### src/design/tsu_map.svh
`ifndef TSU_MAP_SVH
`define TSU_MAP_SVH
`define TSU_ADDR_W       8
`define TSU_OFF_CTRL     8'h00
`define TSU_OFF_STATUS   8'h04
`define TSU_OFF_IRQMASK  8'h08
`define TSU_OFF_TRAPCNT  8'h0c
`define TSU_OFF_LASTEA   8'h10
`define TSU_CTRL_EN      0
`define TSU_CTRL_RST     1'h1
`define TSU_EV_SYSCALL   0
`define TSU_EV_TRAP      1
`define TSU_EV_MODEERR   2
`define TSU_EV_W         3
`define TSU_MASK_RST     3'h0
`define TSU_OP_NOP       3'h0
`define TSU_OP_SYSCALL   3'h1
`define TSU_OP_TRAP_REG  3'h2
`define TSU_OP_TRAP_IMM  3'h3
`define TSU_OP_EA_IMM    3'h4
`define TSU_OP_EA_IDX    3'h5
`define TSU_OP_EA_IND    3'h6
`define TSU_OP_SYNC      3'h7
`define TSU_TO_SLT       0
`define TSU_TO_SGT       1
`define TSU_TO_EQ        2
`define TSU_TO_ULT       3
`define TSU_TO_UGT       4
`define TSU_HTRANS_NSEQ  2'h2
`endif

### src/design/tsu_pkg.sv
`default_nettype none
package tsu_pkg;
    typedef enum logic [0:0] {
        TSU_RUN   = 1'b0,
        TSU_FENCE = 1'b1
    } tsu_fsm_t;

    typedef struct packed {
        tsu_fsm_t    fsm;
        logic        ctrl_en;
        logic [2:0]  irq_mask;
        logic [2:0]  status;
        logic [31:0] trap_cnt;
        logic [31:0] last_ea;
        logic        ap_wr;
        logic [7:0]  ap_addr;
        logic [31:0] rdata;
        logic        res_valid;
        logic        syscall_exc;
        logic        prog_exc;
        logic        next_seq;
        logic        mode_err;
        logic        ea_valid;
        logic [31:0] ea;
        logic        wb_en;
        logic [4:0]  wb_sel;
        logic        fence_done;
    } tsu_state_t;
endpackage
`default_nettype wire

### src/design/tsu_unit.sv
// What this block does
// (RQ1) System call raises the system-call exception.
// (RQ2) System call allowed in user mode.
// (RQ3) No enabled condition true: continue, no exception.
// (RQ4) Register trap compares first with second register.
// (RQ5) Immediate trap compares with sign-extended immediate.
// (RQ6) Mask bits independent; any true enabled fires.
// (RQ7) All mask bits set always traps.
// (RQ8) Mask bit 0: signed less-than.
// (RQ9) Mask bit 1: signed greater-than.
// (RQ10) Mask bit 2: equal.
// (RQ11) Mask bit 3: unsigned less-than.
// (RQ12) Mask bit 4: unsigned greater-than.
// (RQ13) Immediate index: sign-extend displacement, add base.
// (RQ14) Register index: base plus index register.
// (RQ15) Base selector zero means literal zero base.
// (RQ16) Update forms write address back to base.
// (RQ17) Memory order free; sync enforces strict order.
// (RQ18) Register-indirect only for string accesses.
// (RQ19) Five-bit mask, full 32-bit compares.
//
// The register offsets and the AHB-Lite interface to the registers were decided locally.
`include "tsu_map.svh"
`default_nettype none
module tsu_unit (
    input  wire logic        CLOCK,
    input  wire logic        SYS_RST,
    input  wire logic        HSEL,
    input  wire logic [31:0] HADDR,
    input  wire logic [1:0]  HTRANS,
    input  wire logic        HWRITE,
    input  wire logic [2:0]  HSIZE,
    input  wire logic [31:0] HWDATA,
    input  wire logic        HREADY,
    output logic             HREADYOUT,
    output logic             HRESP,
    output logic [31:0]      HRDATA,
    output logic             IRQ,
    input  wire logic        OP_VALID,
    output logic             OP_READY,
    input  wire logic [2:0]  OP_CODE,
    input  wire logic [4:0]  TRAP_CONDITION_MASK,
    input  wire logic [31:0] BASE_VALUE,
    input  wire logic [31:0] INDEX_VALUE,
    input  wire logic [15:0] SIGNED_IMMEDIATE,
    input  wire logic [4:0]  BASE_REG_SEL,
    input  wire logic        UPDATE_FORM,
    input  wire logic        STRING_OP,
    input  wire logic        USER_MODE,
    input  wire logic        MEM_PENDING,
    output logic             RES_VALID,
    output logic             SYSCALL_EXC,
    output logic             PROG_EXC,
    output logic             NEXT_SEQ,
    output logic             MODE_ERR,
    output logic             EA_VALID,
    output logic [31:0]      EA,
    output logic             WB_EN,
    output logic [4:0]       WB_SEL,
    output logic [31:0]      WB_DATA,
    output logic             FENCE_DONE
);
    tsu_pkg::tsu_state_t s_reg;
    tsu_pkg::tsu_state_t s_next;

    logic        take;
    logic [31:0] op_b;
    logic [31:0] base;
    logic [31:0] ea_sum;
    logic [4:0]  cond;
    logic        trap_hit;
    logic        is_trap;
    logic [2:0]  ev;
    logic        ap_take;
    logic [7:0]  ra;

    // (RQ17) Sync stalls until outstanding accesses drain.
    assign OP_READY = s_reg.ctrl_en && (s_reg.fsm == tsu_pkg::TSU_RUN);
    assign take     = OP_VALID && OP_READY;
    assign is_trap  = (OP_CODE == `TSU_OP_TRAP_REG) ||
                      (OP_CODE == `TSU_OP_TRAP_IMM);

    always_comb begin
        // (RQ4) Register form uses the index register value.
        op_b = INDEX_VALUE;
        // (RQ5) Immediate form sign-extends to full width.
        if (OP_CODE == `TSU_OP_TRAP_IMM) begin
            op_b = {{16{SIGNED_IMMEDIATE[15]}}, SIGNED_IMMEDIATE};
        end
        // (RQ13) Displacement widened by sign before the add.
        if (OP_CODE == `TSU_OP_EA_IMM) begin
            op_b = {{16{SIGNED_IMMEDIATE[15]}}, SIGNED_IMMEDIATE};
        end
        if (OP_CODE == `TSU_OP_EA_IND) begin
            op_b = 32'h0000_0000;
        end
    end

    // (RQ15) Selector zero yields a literal zero base.
    assign base = (BASE_REG_SEL == 5'h00) ? 32'h0000_0000 : BASE_VALUE;
    // (RQ14) Base plus index (or displacement) gives the address.
    assign ea_sum = base + op_b;

    always_comb begin
        // (RQ19) Full-width compares against a five-bit mask.
        // (RQ8) Signed less-than.
        cond[`TSU_TO_SLT] = $signed(BASE_VALUE) < $signed(op_b);
        // (RQ9) Signed greater-than.
        cond[`TSU_TO_SGT] = $signed(BASE_VALUE) > $signed(op_b);
        // (RQ10) Equality.
        cond[`TSU_TO_EQ]  = BASE_VALUE == op_b;
        // (RQ11) Unsigned less-than.
        cond[`TSU_TO_ULT] = BASE_VALUE < op_b;
        // (RQ12) Unsigned greater-than.
        cond[`TSU_TO_UGT] = BASE_VALUE > op_b;
    end

    // (RQ6) Any enabled true condition fires; one of SLT/SGT/EQ
    // is always true, so a full mask always traps.
    // (RQ7) Full mask therefore always traps.
    assign trap_hit = |(cond & TRAP_CONDITION_MASK);

    assign ap_take = HSEL && HREADY && (HTRANS == `TSU_HTRANS_NSEQ);
    assign ra      = HADDR[7:0];

    always_comb begin
        s_next             = s_reg;
        ev                 = 3'h0;
        s_next.res_valid   = 1'b0;
        s_next.syscall_exc = 1'b0;
        s_next.prog_exc    = 1'b0;
        s_next.next_seq    = 1'b0;
        s_next.mode_err    = 1'b0;
        s_next.ea_valid    = 1'b0;
        s_next.wb_en       = 1'b0;
        s_next.fence_done  = 1'b0;

        case (s_reg.fsm)
            tsu_pkg::TSU_RUN: begin
                if (take) begin
                    s_next.res_valid = 1'b1;
                    case (OP_CODE)
                        `TSU_OP_SYSCALL: begin
                            // (RQ1) Raise system-call exception.
                            // (RQ2) No privilege check on USER_MODE.
                            s_next.syscall_exc = 1'b1;
                            ev[`TSU_EV_SYSCALL] = 1'b1;
                        end
                        `TSU_OP_TRAP_REG, `TSU_OP_TRAP_IMM: begin
                            if (trap_hit) begin
                                s_next.prog_exc = 1'b1;
                                ev[`TSU_EV_TRAP] = 1'b1;
                                s_next.trap_cnt = s_reg.trap_cnt + 32'h1;
                            end else begin
                                // (RQ3) Fall through to next instruction.
                                s_next.next_seq = 1'b1;
                            end
                        end
                        `TSU_OP_EA_IMM, `TSU_OP_EA_IDX: begin
                            s_next.next_seq = 1'b1;
                            s_next.ea_valid = 1'b1;
                            s_next.ea       = ea_sum;
                            s_next.last_ea  = ea_sum;
                            // (RQ16) Update form writes address to base.
                            s_next.wb_en    = UPDATE_FORM;
                            s_next.wb_sel   = BASE_REG_SEL;
                        end
                        `TSU_OP_EA_IND: begin
                            // (RQ18) Only string accesses may use it.
                            if (STRING_OP) begin
                                s_next.next_seq = 1'b1;
                                s_next.ea_valid = 1'b1;
                                s_next.ea       = ea_sum;
                                s_next.last_ea  = ea_sum;
                            end else begin
                                s_next.mode_err = 1'b1;
                                ev[`TSU_EV_MODEERR] = 1'b1;
                            end
                        end
                        `TSU_OP_SYNC: begin
                            // (RQ17) Hold issue until memory drains.
                            if (MEM_PENDING) begin
                                s_next.res_valid = 1'b0;
                                s_next.fsm = tsu_pkg::TSU_FENCE;
                            end else begin
                                s_next.next_seq   = 1'b1;
                                s_next.fence_done = 1'b1;
                            end
                        end
                        default: begin
                            s_next.next_seq = 1'b1;
                        end
                    endcase
                end
            end
            tsu_pkg::TSU_FENCE: begin
                if (!MEM_PENDING) begin
                    s_next.fsm        = tsu_pkg::TSU_RUN;
                    s_next.res_valid  = 1'b1;
                    s_next.next_seq   = 1'b1;
                    s_next.fence_done = 1'b1;
                end
            end
            default: begin
                s_next.fsm = tsu_pkg::TSU_RUN;
            end
        endcase

        // Bus data phase: writes land now, reads were staged earlier.
        if (s_reg.ap_wr) begin
            case (s_reg.ap_addr)
                `TSU_OFF_CTRL: begin
                    s_next.ctrl_en = HWDATA[`TSU_CTRL_EN];
                end
                `TSU_OFF_IRQMASK: begin
                    s_next.irq_mask = HWDATA[`TSU_EV_W-1:0];
                end
                `TSU_OFF_TRAPCNT: begin
                    s_next.trap_cnt = HWDATA;
                end
                default: begin
                    s_next.ap_wr = 1'b0;
                end
            endcase
        end
        s_next.ap_wr = 1'b0;

        if (ap_take) begin
            s_next.ap_wr   = HWRITE;
            s_next.ap_addr = ra;
            s_next.rdata   = 32'h0000_0000;
            if (!HWRITE) begin
                case (ra)
                    `TSU_OFF_CTRL:    s_next.rdata = {31'h0, s_reg.ctrl_en};
                    `TSU_OFF_STATUS:  s_next.rdata = {29'h0, s_reg.status};
                    `TSU_OFF_IRQMASK: s_next.rdata = {29'h0, s_reg.irq_mask};
                    `TSU_OFF_TRAPCNT: s_next.rdata = s_reg.trap_cnt;
                    `TSU_OFF_LASTEA:  s_next.rdata = s_reg.last_ea;
                    default:          s_next.rdata = 32'h0000_0000;
                endcase
            end
        end

        // Status clears on read; a same-cycle event still sets.
        if (ap_take && !HWRITE && (ra == `TSU_OFF_STATUS)) begin
            s_next.status = ev;
        end else begin
            s_next.status = s_reg.status | ev;
        end
    end

    always_ff @(posedge CLOCK or posedge SYS_RST) begin
        if (SYS_RST) begin
            s_reg          <= '0;
            s_reg.fsm      <= tsu_pkg::TSU_RUN;
            s_reg.ctrl_en  <= `TSU_CTRL_RST;
            s_reg.irq_mask <= `TSU_MASK_RST;
        end else begin
            s_reg <= s_next;
        end
    end

    assign HREADYOUT   = 1'b1;
    assign HRESP       = 1'b0;
    assign HRDATA      = s_reg.rdata;
    assign IRQ         = |(s_reg.status & s_reg.irq_mask);
    assign RES_VALID   = s_reg.res_valid;
    assign SYSCALL_EXC = s_reg.syscall_exc;
    assign PROG_EXC    = s_reg.prog_exc;
    assign NEXT_SEQ    = s_reg.next_seq;
    assign MODE_ERR    = s_reg.mode_err;
    assign EA_VALID    = s_reg.ea_valid;
    assign EA          = s_reg.ea;
    assign WB_EN       = s_reg.wb_en;
    assign WB_SEL      = s_reg.wb_sel;
    assign WB_DATA     = s_reg.ea;
    assign FENCE_DONE  = s_reg.fence_done;
endmodule
`default_nettype wire

### config.mk
export PLATFORM = sky130hd
export DESIGN_NAME = tsu_unit
export DESIGN_NICKNAME = d
export VERILOG_FILES = /design/src/design/tsu_pkg.sv /design/src/design/tsu_unit.sv
export VERILOG_INCLUDE_DIRS = /design/src /design/src/design
export SDC_FILE = /design/constraint.sdc
export NUM_CORES = 1
export LEC_CHECK = 0
export ABC_CLOCK_PERIOD_IN_PS = 10500
export BUFFER_PORTS_ARGS = -buffer_cell sky130_fd_sc_hd__buf_4
export CORE_AREA = 5 5 146 148
export CTS_CLUSTER_SIZE = 30
export DETAILED_ROUTE_END_ITERATION = 12
export DIE_AREA = 0 0 151 153
export GPL_ROUTABILITY_DRIVEN = 0
export PLACE_DENSITY = 0.82
export SLEW_MARGIN = 20
export SYNTH_ARGS = -nofsm -noshare
export SYNTH_HDL_FRONTEND = slang
export SYNTH_SLANG_ARGS = --single-unit
### constraint.sdc
create_clock -name CLOCK -period 10.5 [get_ports CLOCK]
set_input_delay 2.1 -clock CLOCK [delete_from_list [all_inputs] [get_ports CLOCK]]
set_output_delay 2.1 -clock CLOCK [all_outputs]
set_load 0.01 [all_outputs]
[Word-level counts from Yosys, hierarchy flattened]
Cells that the tools add are included.
Word-level totals
  register bits after elaboration: 158
  bits in latches: 0
  RAM bits: 0
  ROM bits: 0
  bits of input ports: 172
  output and inout port bits: 113
  word-level logic and storage cells: 106
  memories: 0
Cells by class
  $add $sub $neg: 2
  multiply operators: 0
  div/mod/pow operators: 0
  $lt $le $gt $ge: 4
  equal/unequal tests: 16
  shift operators: 0
  mux-type cells: 42
  bitwise operators: 4
  reduce and logical (&&, ||, !) cells: 19
Operators with widths (count)
  two-way mux 32 bit: 10
  case mux 32 bit (5 select lines): 1
  two-way mux 64 bit: 2
  case mux 33 bit (2 select lines): 1
  > comparator 32 bit: 2
  less-than comparator 32 bit: 2
  case mux 32 bit (2 select lines): 1
  two-way mux 45 bit: 1
  two-way mux 41 bit: 1
  two-way mux 40 bit: 1
  two-way mux 33 bit: 1
  adder 32 x 1 -> 32 bit (second input constant): 1
  adder 32 bit: 1
  equality test 32 bit: 1
  equality test 8 x 4 -> 1 bit (second input constant): 4
  logical NOT 8 bit: 2
  two-way mux 1 bit: 13
  equality test 3 bit (second input constant): 4
  two-way mux 3 bit: 3
  equality test 8 x 3 -> 1 bit (second input constant): 1
  equality test 8 x 5 -> 1 bit (second input constant): 1
  case mux 1 bit (2 select lines): 4
  equality test 3 x 2 -> 1 bit (second input constant): 2
  logical AND 1 bit: 6
  other kinds (19): 21

[Longest topological paths before layout]
Gate-level depths: netlist (run 1).
  depth in word-level cells: 13
  mapped depth: 18
  gate-level depth less buffers: 15

[Worst setup path after synthesis (run 1)]
OpenSTA, ideal clock, no wires.
  path type: in2reg
  from: in OP_CODE[2]
  to: reg s_reg[142] (netlist name)
  library setup time: 0.135 ns
  data arrival time: 6.055 ns
  required time: 10.365 ns
  path slack: 4.310 ns
  stages on the path: 17
  path buffers: 3
  cells stage by stage: clkbuf_1 -> nor2b_1 -> a22oi_1 -> clkbuf_1 -> mux2i_1 -> or2_2 -> ha_1 -> nand4_2 -> nor4_2 -> nand3_1 -> mux2_4 -> nor4b_1 -> or3_1 -> buf_6 -> nor4_1 -> xnor2_1 -> o21ai_2
RTL lines
  start, declared: RTL line tsu_unit.sv:41  | input wire logic [2:0] OP_CODE,
  end signal, assigned: RTL line tsu_unit.sv:259  | s_reg <= s_next;
  end, declared: RTL line tsu_unit.sv:63  | tsu_pkg::tsu_state_t s_reg;

==> results.ini, run 1 <==
[critical_path]
r2r_start=s_reg[156]$_DFFE_PP1P_
r2r_end=EA[28]$_DFFE_PP0P_
crit_end=s_reg[145]$_DFF_PP0_
worst_setup_path_end_kind=register
worstPathArrival_ps=7100
rr_worst_depth=11
reg2reg_slack_ps=7320
crit_start=OP_CODE[1]
start_kind=input port
required_ps=10760
worstPathMaxFanout=33
crit_type=input port to register

[synthesis]
synth_warnings=0
synth-async-reset-ratio=1.00
yosys_most_used_dff=dfrtp_1
yosysUniqueCellTypes=62
ys_seq_area_frac=0.369
synth_top_cell_by_area=dfrtp_1
netlist_area_sq_um=10700
synthTopCellsByArea=dfrtp_1 37%, nand2_1 7.8%, ha_1 7.5%, buf_4 7.2%, o21ai_0 4.1%
synth.most_common_cell=nand2_1
ys_top_cells_by_count=223 x nand2_1, 157 x dfrtp_1, 103 x buf_4
syn_avg_cell_area_sq_um=8.64
synth_nets=1479
synth_top_area_share=0.366
ys_ff_latch=158
synth-edff-count=0
syn_inst=1242

[grt]
grt_max_degree=81
antenna_found_initial=0
gr-total-overflow=0
grt_pass1_vias=8692
grt_pass1_wl_mm=43.7
grt_usage=0.231

[clocking]
ctsResizeCount=0
cts_buffers=17
cts_setup_buffers=0
htreeDepth=4
root_buffer=clkbuf_16
cts_tree=built
clock_sinks=158
cts_buffer_depth=2
hold_buffers=0
clkLatencyLatePin_ps=420
clk_pin_slew_ps=60

[floorplan]
ios=285
coreArea_sq_um=19900
die_w_microns=151
die_y_microns=153
die_area_sq_um=23100
initial_core_util=0.539
num_rows=52

[routing]
avgViaCountPerCell=5.45
first_pass_iters=5
vias=9016
wirelength_mm=27.4
post-route-drc-count=0
wl_per_cell_microns=16.6
ant_nets=0
first_iter_violations=534

[timing]
final-hold-violation-count=0
setup_viol=0
fin_setup_tns_ps=0
max_freq_mhz=146
tightest_slew_ps=1070
min_period_ps=6840
period_share=0.651
drv_slew=0
setup_ws_ps=3660
rsz0062_at_grt=false
max_slew_margin=0.275
fin_skew_ps=8.67

[placed_design]
numPortBuffers=254
place_hpwl_mm=21.4
dp_slack_ps=3200

[layout]
diodes=0
drive_above_1_share=0.260
nets=1607
largest_reg_flops=81
area_growth_pct=18.5

[outcome]
status=finished, final reports clean

[hold_path]
min_path_type=register to register

[pwr]
power_density_nw_per_um2=166
vdd_drop_max_v=0.0000902
p_leak_uw=0.00651

[job]
max_cap_viol_count=0

==> layout make-up <==
cell class / instances / area (sq um)
multi-input cells: 873 / 5610
clock buffers: 17 / 425
well taps: 270 / 338
flip-flops and latches: 158 / 3960
clock inverters: 15 / 171
inverters: 57 / 219
repair buffers: 263 / 2000
fillers: 1734 / 7190
==> worst max-delay path: stages <==
cell and delay, ps:
buf_4 120, nor2b_1 400, a22oi_2 160, buf_4 280, nand2b_1 470, a21oi_1 370, inv_1 70, ha_1 400
nand4_1 210, nor4_2 280, nand3_1 220, mux2_4 250, nor4b_1 810, or3_1 490, nor4_1 140, xnor2_1 220
o21ai_2 70
==> cells in the final DEF (no fill, tap or decap), types with 3 or more instances in the layout <==
| cell | instances |
|---|---|
| buf_4 | 261 |
| nand2_1 | 223 |
| dfrtp_1 | 157 |
| o21ai_0 | 87 |
| ha_1 | 64 |
| a21o_1 | 57 |
| inv_1 | 55 |
| nor2_1 | 40 |
| a21oi_1 | 40 |
| nor2b_1 | 35 |
| nand3_1 | 31 |
| a22oi_1 | 30 |
| xor2_1 | 28 |
| xnor2_1 | 24 |
| mux2_2 | 19 |
| mux2i_1 | 18 |
| o21a_1 | 17 |
| nand4_1 | 17 |
| clkbuf_16 | 17 |
| or2_2 | 16 |
| nor3_1 | 15 |
| and3_1 | 11 |
| a211oi_1 | 9 |
| nor4_1 | 9 |
| inv_6 | 8 |
| o21bai_1 | 6 |
| or3_1 | 6 |
| o21ai_2 | 6 |
| a31oi_1 | 5 |
| nor4b_1 | 5 |
| nand2b_1 | 4 |
| and2_1 | 4 |
| nand4b_1 | 3 |
| nor4_2 | 3 |
| a222oi_1 | 3 |
| clkinvlp_4 | 3 |
==> per-layer routing <==
metal	wire (microns)	up-vias	GRT usage	part of all wire
met5	0	-	0	0
met4	405	0	0.0527	0.015
met3	1790	33	0.0314	0.065
met2	13200	316	0.383	0.48
met1	12000	4237	0.324	0.44
li1	-	4430	-	-
==> cell families after synthesis <==
kind of cell	Yosys count	synth area share
fa+ha+maj	65	0.0765
mux	38	0.0381
xor+xnor	52	0.0424
simple gates	440	0.197
compound gates	276	0.166
flops	158	0.369
buf+inv	211	0.111
other cells	2	0.000700
==> worst min path at each step <==
stage	end	cells past startpoint	from
global route	HRDATA[19]$_DFFE_PP0P_	2	HRDATA[19]$_DFFE_PP0P_
floorplan	s_reg[103]$_DFFE_PP0P_	2	s_reg[103]$_DFFE_PP0P_
CTS	HRDATA[1]$_DFFE_PP0P_	1	HRDATA[1]$_DFFE_PP0P_
finish	HRDATA[1]$_DFFE_PP0P_	1	HRDATA[1]$_DFFE_PP0P_
detailed placement	HRDATA[1]$_DFFE_PP0P_	1	HRDATA[1]$_DFFE_PP0P_
global placement	HRDATA[2]$_DFFE_PP0P_	1	HRDATA[2]$_DFFE_PP0P_
==> through the flow <==
stage	total power [uW]	hold slack, ps	util	cells	cell area (sq um)
floorplan	1300	439	-	1242	10700
global placement	1470	461	0.607	1619	12100
detailed placement	1490	470	0.607	1619	12100
CTS	2120	484	0.637	1651	12700
global route	2220	504	0.639	1653	12700
finish	2100	480	0.639	1653	12700
==> power by group <==
group	internal [uW]	total, uW	switching (uW)
clock	358	621	263
combinational	320	635	315
sequential	727	849	123
total	1400	2100	700
No activity file was read; power rests on OpenSTA's default activity.
==> inputs of run 2 (changes only) <==
--- a/config.mk
+++ b/config.mk
@@ -6,14 +6,14 @@
 export SDC_FILE = /design/constraint.sdc
 export NUM_CORES = 1
 export LEC_CHECK = 0
-export ABC_CLOCK_PERIOD_IN_PS = 10500
+export ABC_CLOCK_PERIOD_IN_PS = 6300
 export BUFFER_PORTS_ARGS = -buffer_cell sky130_fd_sc_hd__buf_4
-export CORE_AREA = 5 5 146 148
+export CORE_AREA = 5 5 147 149
 export CTS_CLUSTER_SIZE = 30
 export DETAILED_ROUTE_END_ITERATION = 12
-export DIE_AREA = 0 0 151 153
+export DIE_AREA = 0 0 152 154
 export GPL_ROUTABILITY_DRIVEN = 0
-export PLACE_DENSITY = 0.82
+export PLACE_DENSITY = 0.81
 export SLEW_MARGIN = 20
 export SYNTH_ARGS = -nofsm -noshare
 export SYNTH_HDL_FRONTEND = slang
==> constraint.sdc (replaced) <==
create_clock -name CLOCK -period 6.3 [get_ports CLOCK]
set_input_delay 1.26 -clock CLOCK [delete_from_list [all_inputs] [get_ports CLOCK]]
set_output_delay 1.26 -clock CLOCK [all_outputs]
set_load 0.01 [all_outputs]
==> run 2 against run 1 <==
Net effect: sequential cell count unchanged; register-to-register slack worse by 4000 ps; highest routed layer unchanged; worst setup slack worse by 3000 ps; sequential share of layout area up 0.074 points; hold slack worse by 1.9 ps; sequential power up 66%; final cell count about the same; critical endpoint is now s_reg[144]$_DFF_PP0_.
==> results.ini, run 2 (synthesis gave the netlist of run 1 again) <==
[outcome]
status=finished, final reports clean

[critical_path]
crit_path_top_delay_cell=or3_1
crit_path_frequent_cell=buf_4
path_buf_inv=5
critPathMaxStageDelay_ps=540
crit_type=input port to register
worst_setup_path_end_kind=register
required_ps=6590
start_kind=input port
worstPathArrival_ps=5950
worstPathCellList=buf_4, nor2b_1, buf_4, a22oi_2, buf_4, nand2_1, a21oi_1, inv_1, ha_1, nand4_1, nor4_2, nand3_1, mux2_4, nor4b_1, buf_4, or3_1, nor4_1, xnor2_1, o21ai_2
cp_top_family=simple AND/OR/NAND/NOR gates
worstPathMaxFanout=32

[routing]
wirelength_mm=27.5
top_layer=met4
wl_met1_mm=12.2
ant_nets=0
wl_met3_mm=1.62
avgViaCountPerCell=5.45
post-route-drc-count=0
wl_per_cell_microns=16.6
first_iter_violations=526
vias=9014
first_pass_iters=6
route.met2.wl_mm=13.4

[clocking]
cts_setup_buffers=0
cts_buffers=17
root_buffer=clkbuf_16
cts_buffer_depth=2
clkLatencyLatePin_ps=420
cts_tree=built
ctsResizeCount=0
clk_pin_slew_ps=60
htreeDepth=4
hold_buffers=0
clock_sinks=158

[timing]
final-hold-violation-count=0
fin_skew_ps=9.21
setup_ws_ps=638
setup_viol=0
rsz0062_at_grt=false
period_share=0.899
drv_slew=0
tightest_slew_ps=1040
holdWs_ps=478
max_freq_mhz=177
max_slew_margin=0.296
fin_setup_tns_ps=0
min_period_ps=5660

[floorplan]
initial_core_util=0.535
die_area_sq_um=23400
ios=285
num_rows=52
die_y_microns=154
coreArea_sq_um=20000
die_w_microns=152

[layout]
area_growth_pct=18.3
fillers=1757
diodes=0
layout_common_cells=264 x buf_4, 223 x nand2_1, 157 x dfrtp_1
final_common_cell=buf_4
largest_reg_flops=81
nets=1608
stdcell_count=1654
drive_above_1_share=0.260

[grt]
antenna_found_initial=0
grt_pass1_wl_mm=44.7
grt_pass1_vias=8898
gr-total-overflow=0
grt_max_degree=98
grt_usage=0.229

[pwr]
p_seq_frac=0.407
p_leak_uw=0.00649
power_density_nw_per_um2=274
p_sw_frac=0.333
pwr-share-comb=0.305
vdd_drop_max_v=0.000163
p_int_uw=2320
p_sw_uw=1160
p_clk_frac=0.288

[hold_path]
min_path_type=register to register

[placed_design]
place_inst=1622
numPortBuffers=254
place_hpwl_mm=21.6
dp_slack_ps=294

[job]
max_cap_viol_count=0

run 2: cell types whose count changed in the layout (fill, tap and decap cells not counted), sizes merged:
cell / change
bufinv: -1
clkinv: +2
buf: +2
clkinvlp: +1
inv: -4
clkbuf: +1
run 2: per-layer routing:
layer  track usage  vias up
li1              -     4439
met1         0.316     4246
met2         0.378      305
met3        0.0405       24
met4        0.0514        0
met5             0        -
run 2: path summary, 6_finish.rpt:
kind | startpoint | end | slack [ps] | depth (start not counted)
max | OP_CODE[1] | s_reg[144]$_DFF_PP0_ | 640 | 19
min | HRDATA[30]$_DFFE_PP0P_ | HRDATA[30]$_DFFE_PP0P_ | 480 | 2
max reg2reg | s_reg[156]$_DFFE_PP1P_ | s_reg[112]$_DFFE_PP0P_ | 3330 | 10
min reg2reg | HRDATA[30]$_DFFE_PP0P_ | HRDATA[30]$_DFFE_PP0P_ | 480 | 2
max in group asynchronous | SYS_RST | EA[7]$_DFFE_PP0P_ | 3980 | 3
min in group asynchronous | SYS_RST | HRDATA[27]$_DFFE_PP0P_ | 1030 | 2
run 2: per-stage QoR:
| stage | utilization | cell area, sq um | total power [uW] |
|---|---|---|---|
| final | 0.633 | 12700 | 3470 |
| after floorplan | - | 10700 | 2170 |
| after CTS | 0.633 | 12700 | 3490 |
| after global routing | 0.633 | 12700 | 3670 |
| after global placement | 0.604 | 12100 | 2450 |
| after detailed placement | 0.604 | 12100 | 2490 |
run 2: worst reg2reg max path: stages, from the launching register on:
cell and delay [ps]:
dfstp_2 390, nor2b_1 160, nand2_1 310, nor2_1 80
nand2_1 210, and2_2 490, inv_2 390, nand4b_1 220
a21oi_1 50, a311oi_1 410, nand2_1 120
run 2: cell type report:
class / instances / area (sq um) / share of cell area
Clock inverter: 13 / 129 / 0.0102
Clock buffer: 19 / 453 / 0.0357
Tap cell: 270 / 338 / 0.0266
Multi-Input combinational cell: 873 / 5610 / 0.442
Sequential cell: 158 / 3960 / 0.312
Timing Repair Buffer: 264 / 1980 / 0.156
Inverter: 57 / 219 / 0.0173
run 2: power groups by stage:
stage | registers (uW) | clock network (uW) | logic, uW
finish | 1410 | 999 | 1060
global route | 1440 | 1060 | 1170
CTS | 1410 | 1010 | 1070
detailed placement | 1430 | 0 | 1060
global placement | 1420 | 0 | 1030
floorplan | 1330 | 0 | 838
==> inputs of run 3 (changes only) <==
--- a/config.mk
+++ b/config.mk
@@ -7,13 +7,14 @@
 export NUM_CORES = 1
 export LEC_CHECK = 0
 export ABC_CLOCK_PERIOD_IN_PS = 6300
-export BUFFER_PORTS_ARGS = -buffer_cell sky130_fd_sc_hd__buf_4
+export BUFFER_PORTS_ARGS = -buffer_cell sky130_fd_sc_hd__buf_2
 export CORE_AREA = 5 5 147 149
 export CTS_CLUSTER_SIZE = 30
 export DETAILED_ROUTE_END_ITERATION = 12
 export DIE_AREA = 0 0 152 154
 export GPL_ROUTABILITY_DRIVEN = 0
 export PLACE_DENSITY = 0.81
+export SKIP_CTS_REPAIR_TIMING = 1
 export SLEW_MARGIN = 20
 export SYNTH_ARGS = -nofsm -noshare
 export SYNTH_HDL_FRONTEND = slang
==> run 3 against run 2 <==
Net effect: sequential share of layout area rose by 1.3 points; maximum frequency fell by 0.20%; die area did not move; clock power rose by 15%; core utilization fell by 2.5 points; hold slack got worse by 6.5 ps; critical endpoint is now s_reg[146]$_DFF_PP0_.
==> results.ini, run 3 (synthesis gave the netlist of run 1 again) <==
[critical_path]
crit_type=input port to register
start_kind=input port
crit_start=OP_CODE[1]
required_ps=6570
worst_setup_path_end_kind=register
worstPathArrival_ps=5940
r2r_start=s_reg[156]$_DFFE_PP1P_
worstPathMaxFanout=17

[hold_path]
worstHoldStart=HRDATA[8]$_DFFE_PP0P_
min_path_type=register to register

[timing]
min_period_ps=5670
period_share=0.901
fin_skew_ps=7.95
max_slew_margin=0.305
max_freq_mhz=176
fin_setup_tns_ps=0
setup_viol=0
rsz0062_at_grt=false
final-hold-violation-count=0
drv_slew=0
tightest_slew_ps=1040

[floorplan]
ios=285
coreArea_sq_um=20000
die_w_microns=152
num_rows=52
die_y_microns=154
initial_core_util=0.535
die_area_sq_um=23400

[layout]
largest_reg_flops=81
diodes=0
nets=1613
final_common_cell=buf_2
area_growth_pct=13.6
drive_above_1_share=0.262
layout_common_cells=254 x buf_2, 223 x nand2_1, 157 x dfrtp_1

[pwr]
vdd_drop_max_v=0.000151
p_sw_uw=1140
p_seq_frac=0.400
power_density_nw_per_um2=287
p_clk_frac=0.329
pwr-share-comb=0.271
p_sw_frac=0.327
p_leak_uw=0.00641
power_uw=3500
p_int_uw=2360

[placed_design]
numPortBuffers=254
place_hpwl_mm=21.0

[grt]
grt_pass1_vias=8903
gr-total-overflow=0
grt_max_degree=106
grt_pass1_wl_mm=45.0
antenna_found_initial=0
grt_usage=0.232

[outcome]
status=finished, final reports clean

[routing]
ant_nets=0
wirelength_mm=27.1
first_pass_iters=5
post-route-drc-count=0
first_iter_violations=455
avgViaCountPerCell=5.39
wl_per_cell_microns=16.3
vias=8947

[clocking]
clkLatencyLatePin_ps=420
clk_pin_slew_ps=60
htreeDepth=4
clock_sinks=158
cts_buffers=17
root_buffer=clkbuf_16
cts_tree=built
cts_buffer_depth=2

[job]
max_cap_viol_count=0

==> run 3: final cells by class <==
class / instances / area, sq um
multi-input combinational: 873 / 5610
clock buffer: 18 / 439
clock inverter: 14 / 231
timing repair buffer: 269 / 1400
sequential: 158 / 3960
tap: 270 / 338
inverter: 57 / 219
fill: 1761 / 7850
==> run 3: path summary, 6_finish.rpt <==
check	end	slack [ps]	cells after the start
setup / recovery	s_reg[146]$_DFF_PP0_	630	17
hold / removal	HRDATA[8]$_DFFE_PP0P_	470	2
setup reg to reg	EA[26]$_DFFE_PP0P_	3000	11
hold reg to reg	HRDATA[8]$_DFFE_PP0P_	470	2
max in group asynchronous	HRDATA[27]$_DFFE_PP0P_	3970	3
min in group asynchronous	s_reg[148]$_DFF_PP0_	1020	2
==> run 3: critical path, cell delays in order <==
cell and delay [ps]:
buf_2 150, nor2b_1 420, a22oi_2 350, nand2b_1 510, a21oi_1 350, inv_1 70
ha_1 300, nand4_1 170, nor4_2 270, nand3_1 220, mux2_4 350, nor4b_1 150
buf_4 180, or3_1 520, nor4_1 400, xnor2_1 180, o21ai_2 80
==> run 3: power by group through the flow <==
| stage | registers, uW | clock network, uW | logic (uW) |
|---|---|---|---|
| floorplan | 1330 | 0 | 838 |
| global placement | 1410 | 0 | 923 |
| detailed placement | 1420 | 0 | 945 |
| CTS | 1400 | 1170 | 954 |
| global route | 1430 | 1220 | 1060 |
| finish | 1400 | 1150 | 949 |
==> run 3: per-stage QoR <==
step           utilization  cells  worst slack [ps]  hold slack, ps  area (sq um)
6_report             0.608   1659               626             472         12200
3_5_place_dp         0.575   1627               240             459         11500
2_1_floorplan            -   1242               778             439         10700
5_1_grt              0.608   1659               264             490         12200
4_1_cts              0.608   1659               644             476         12200
3_3_place_gp         0.575   1627               355             453         11500
==> run 3: routing by layer <==
metal / GRT usage / wire length (microns)
met2: 0.377 / 12800
met3: 0.0382 / 1460
met1: 0.321 / 12500
met5: 0 / 0
met4: 0.0651 / 387
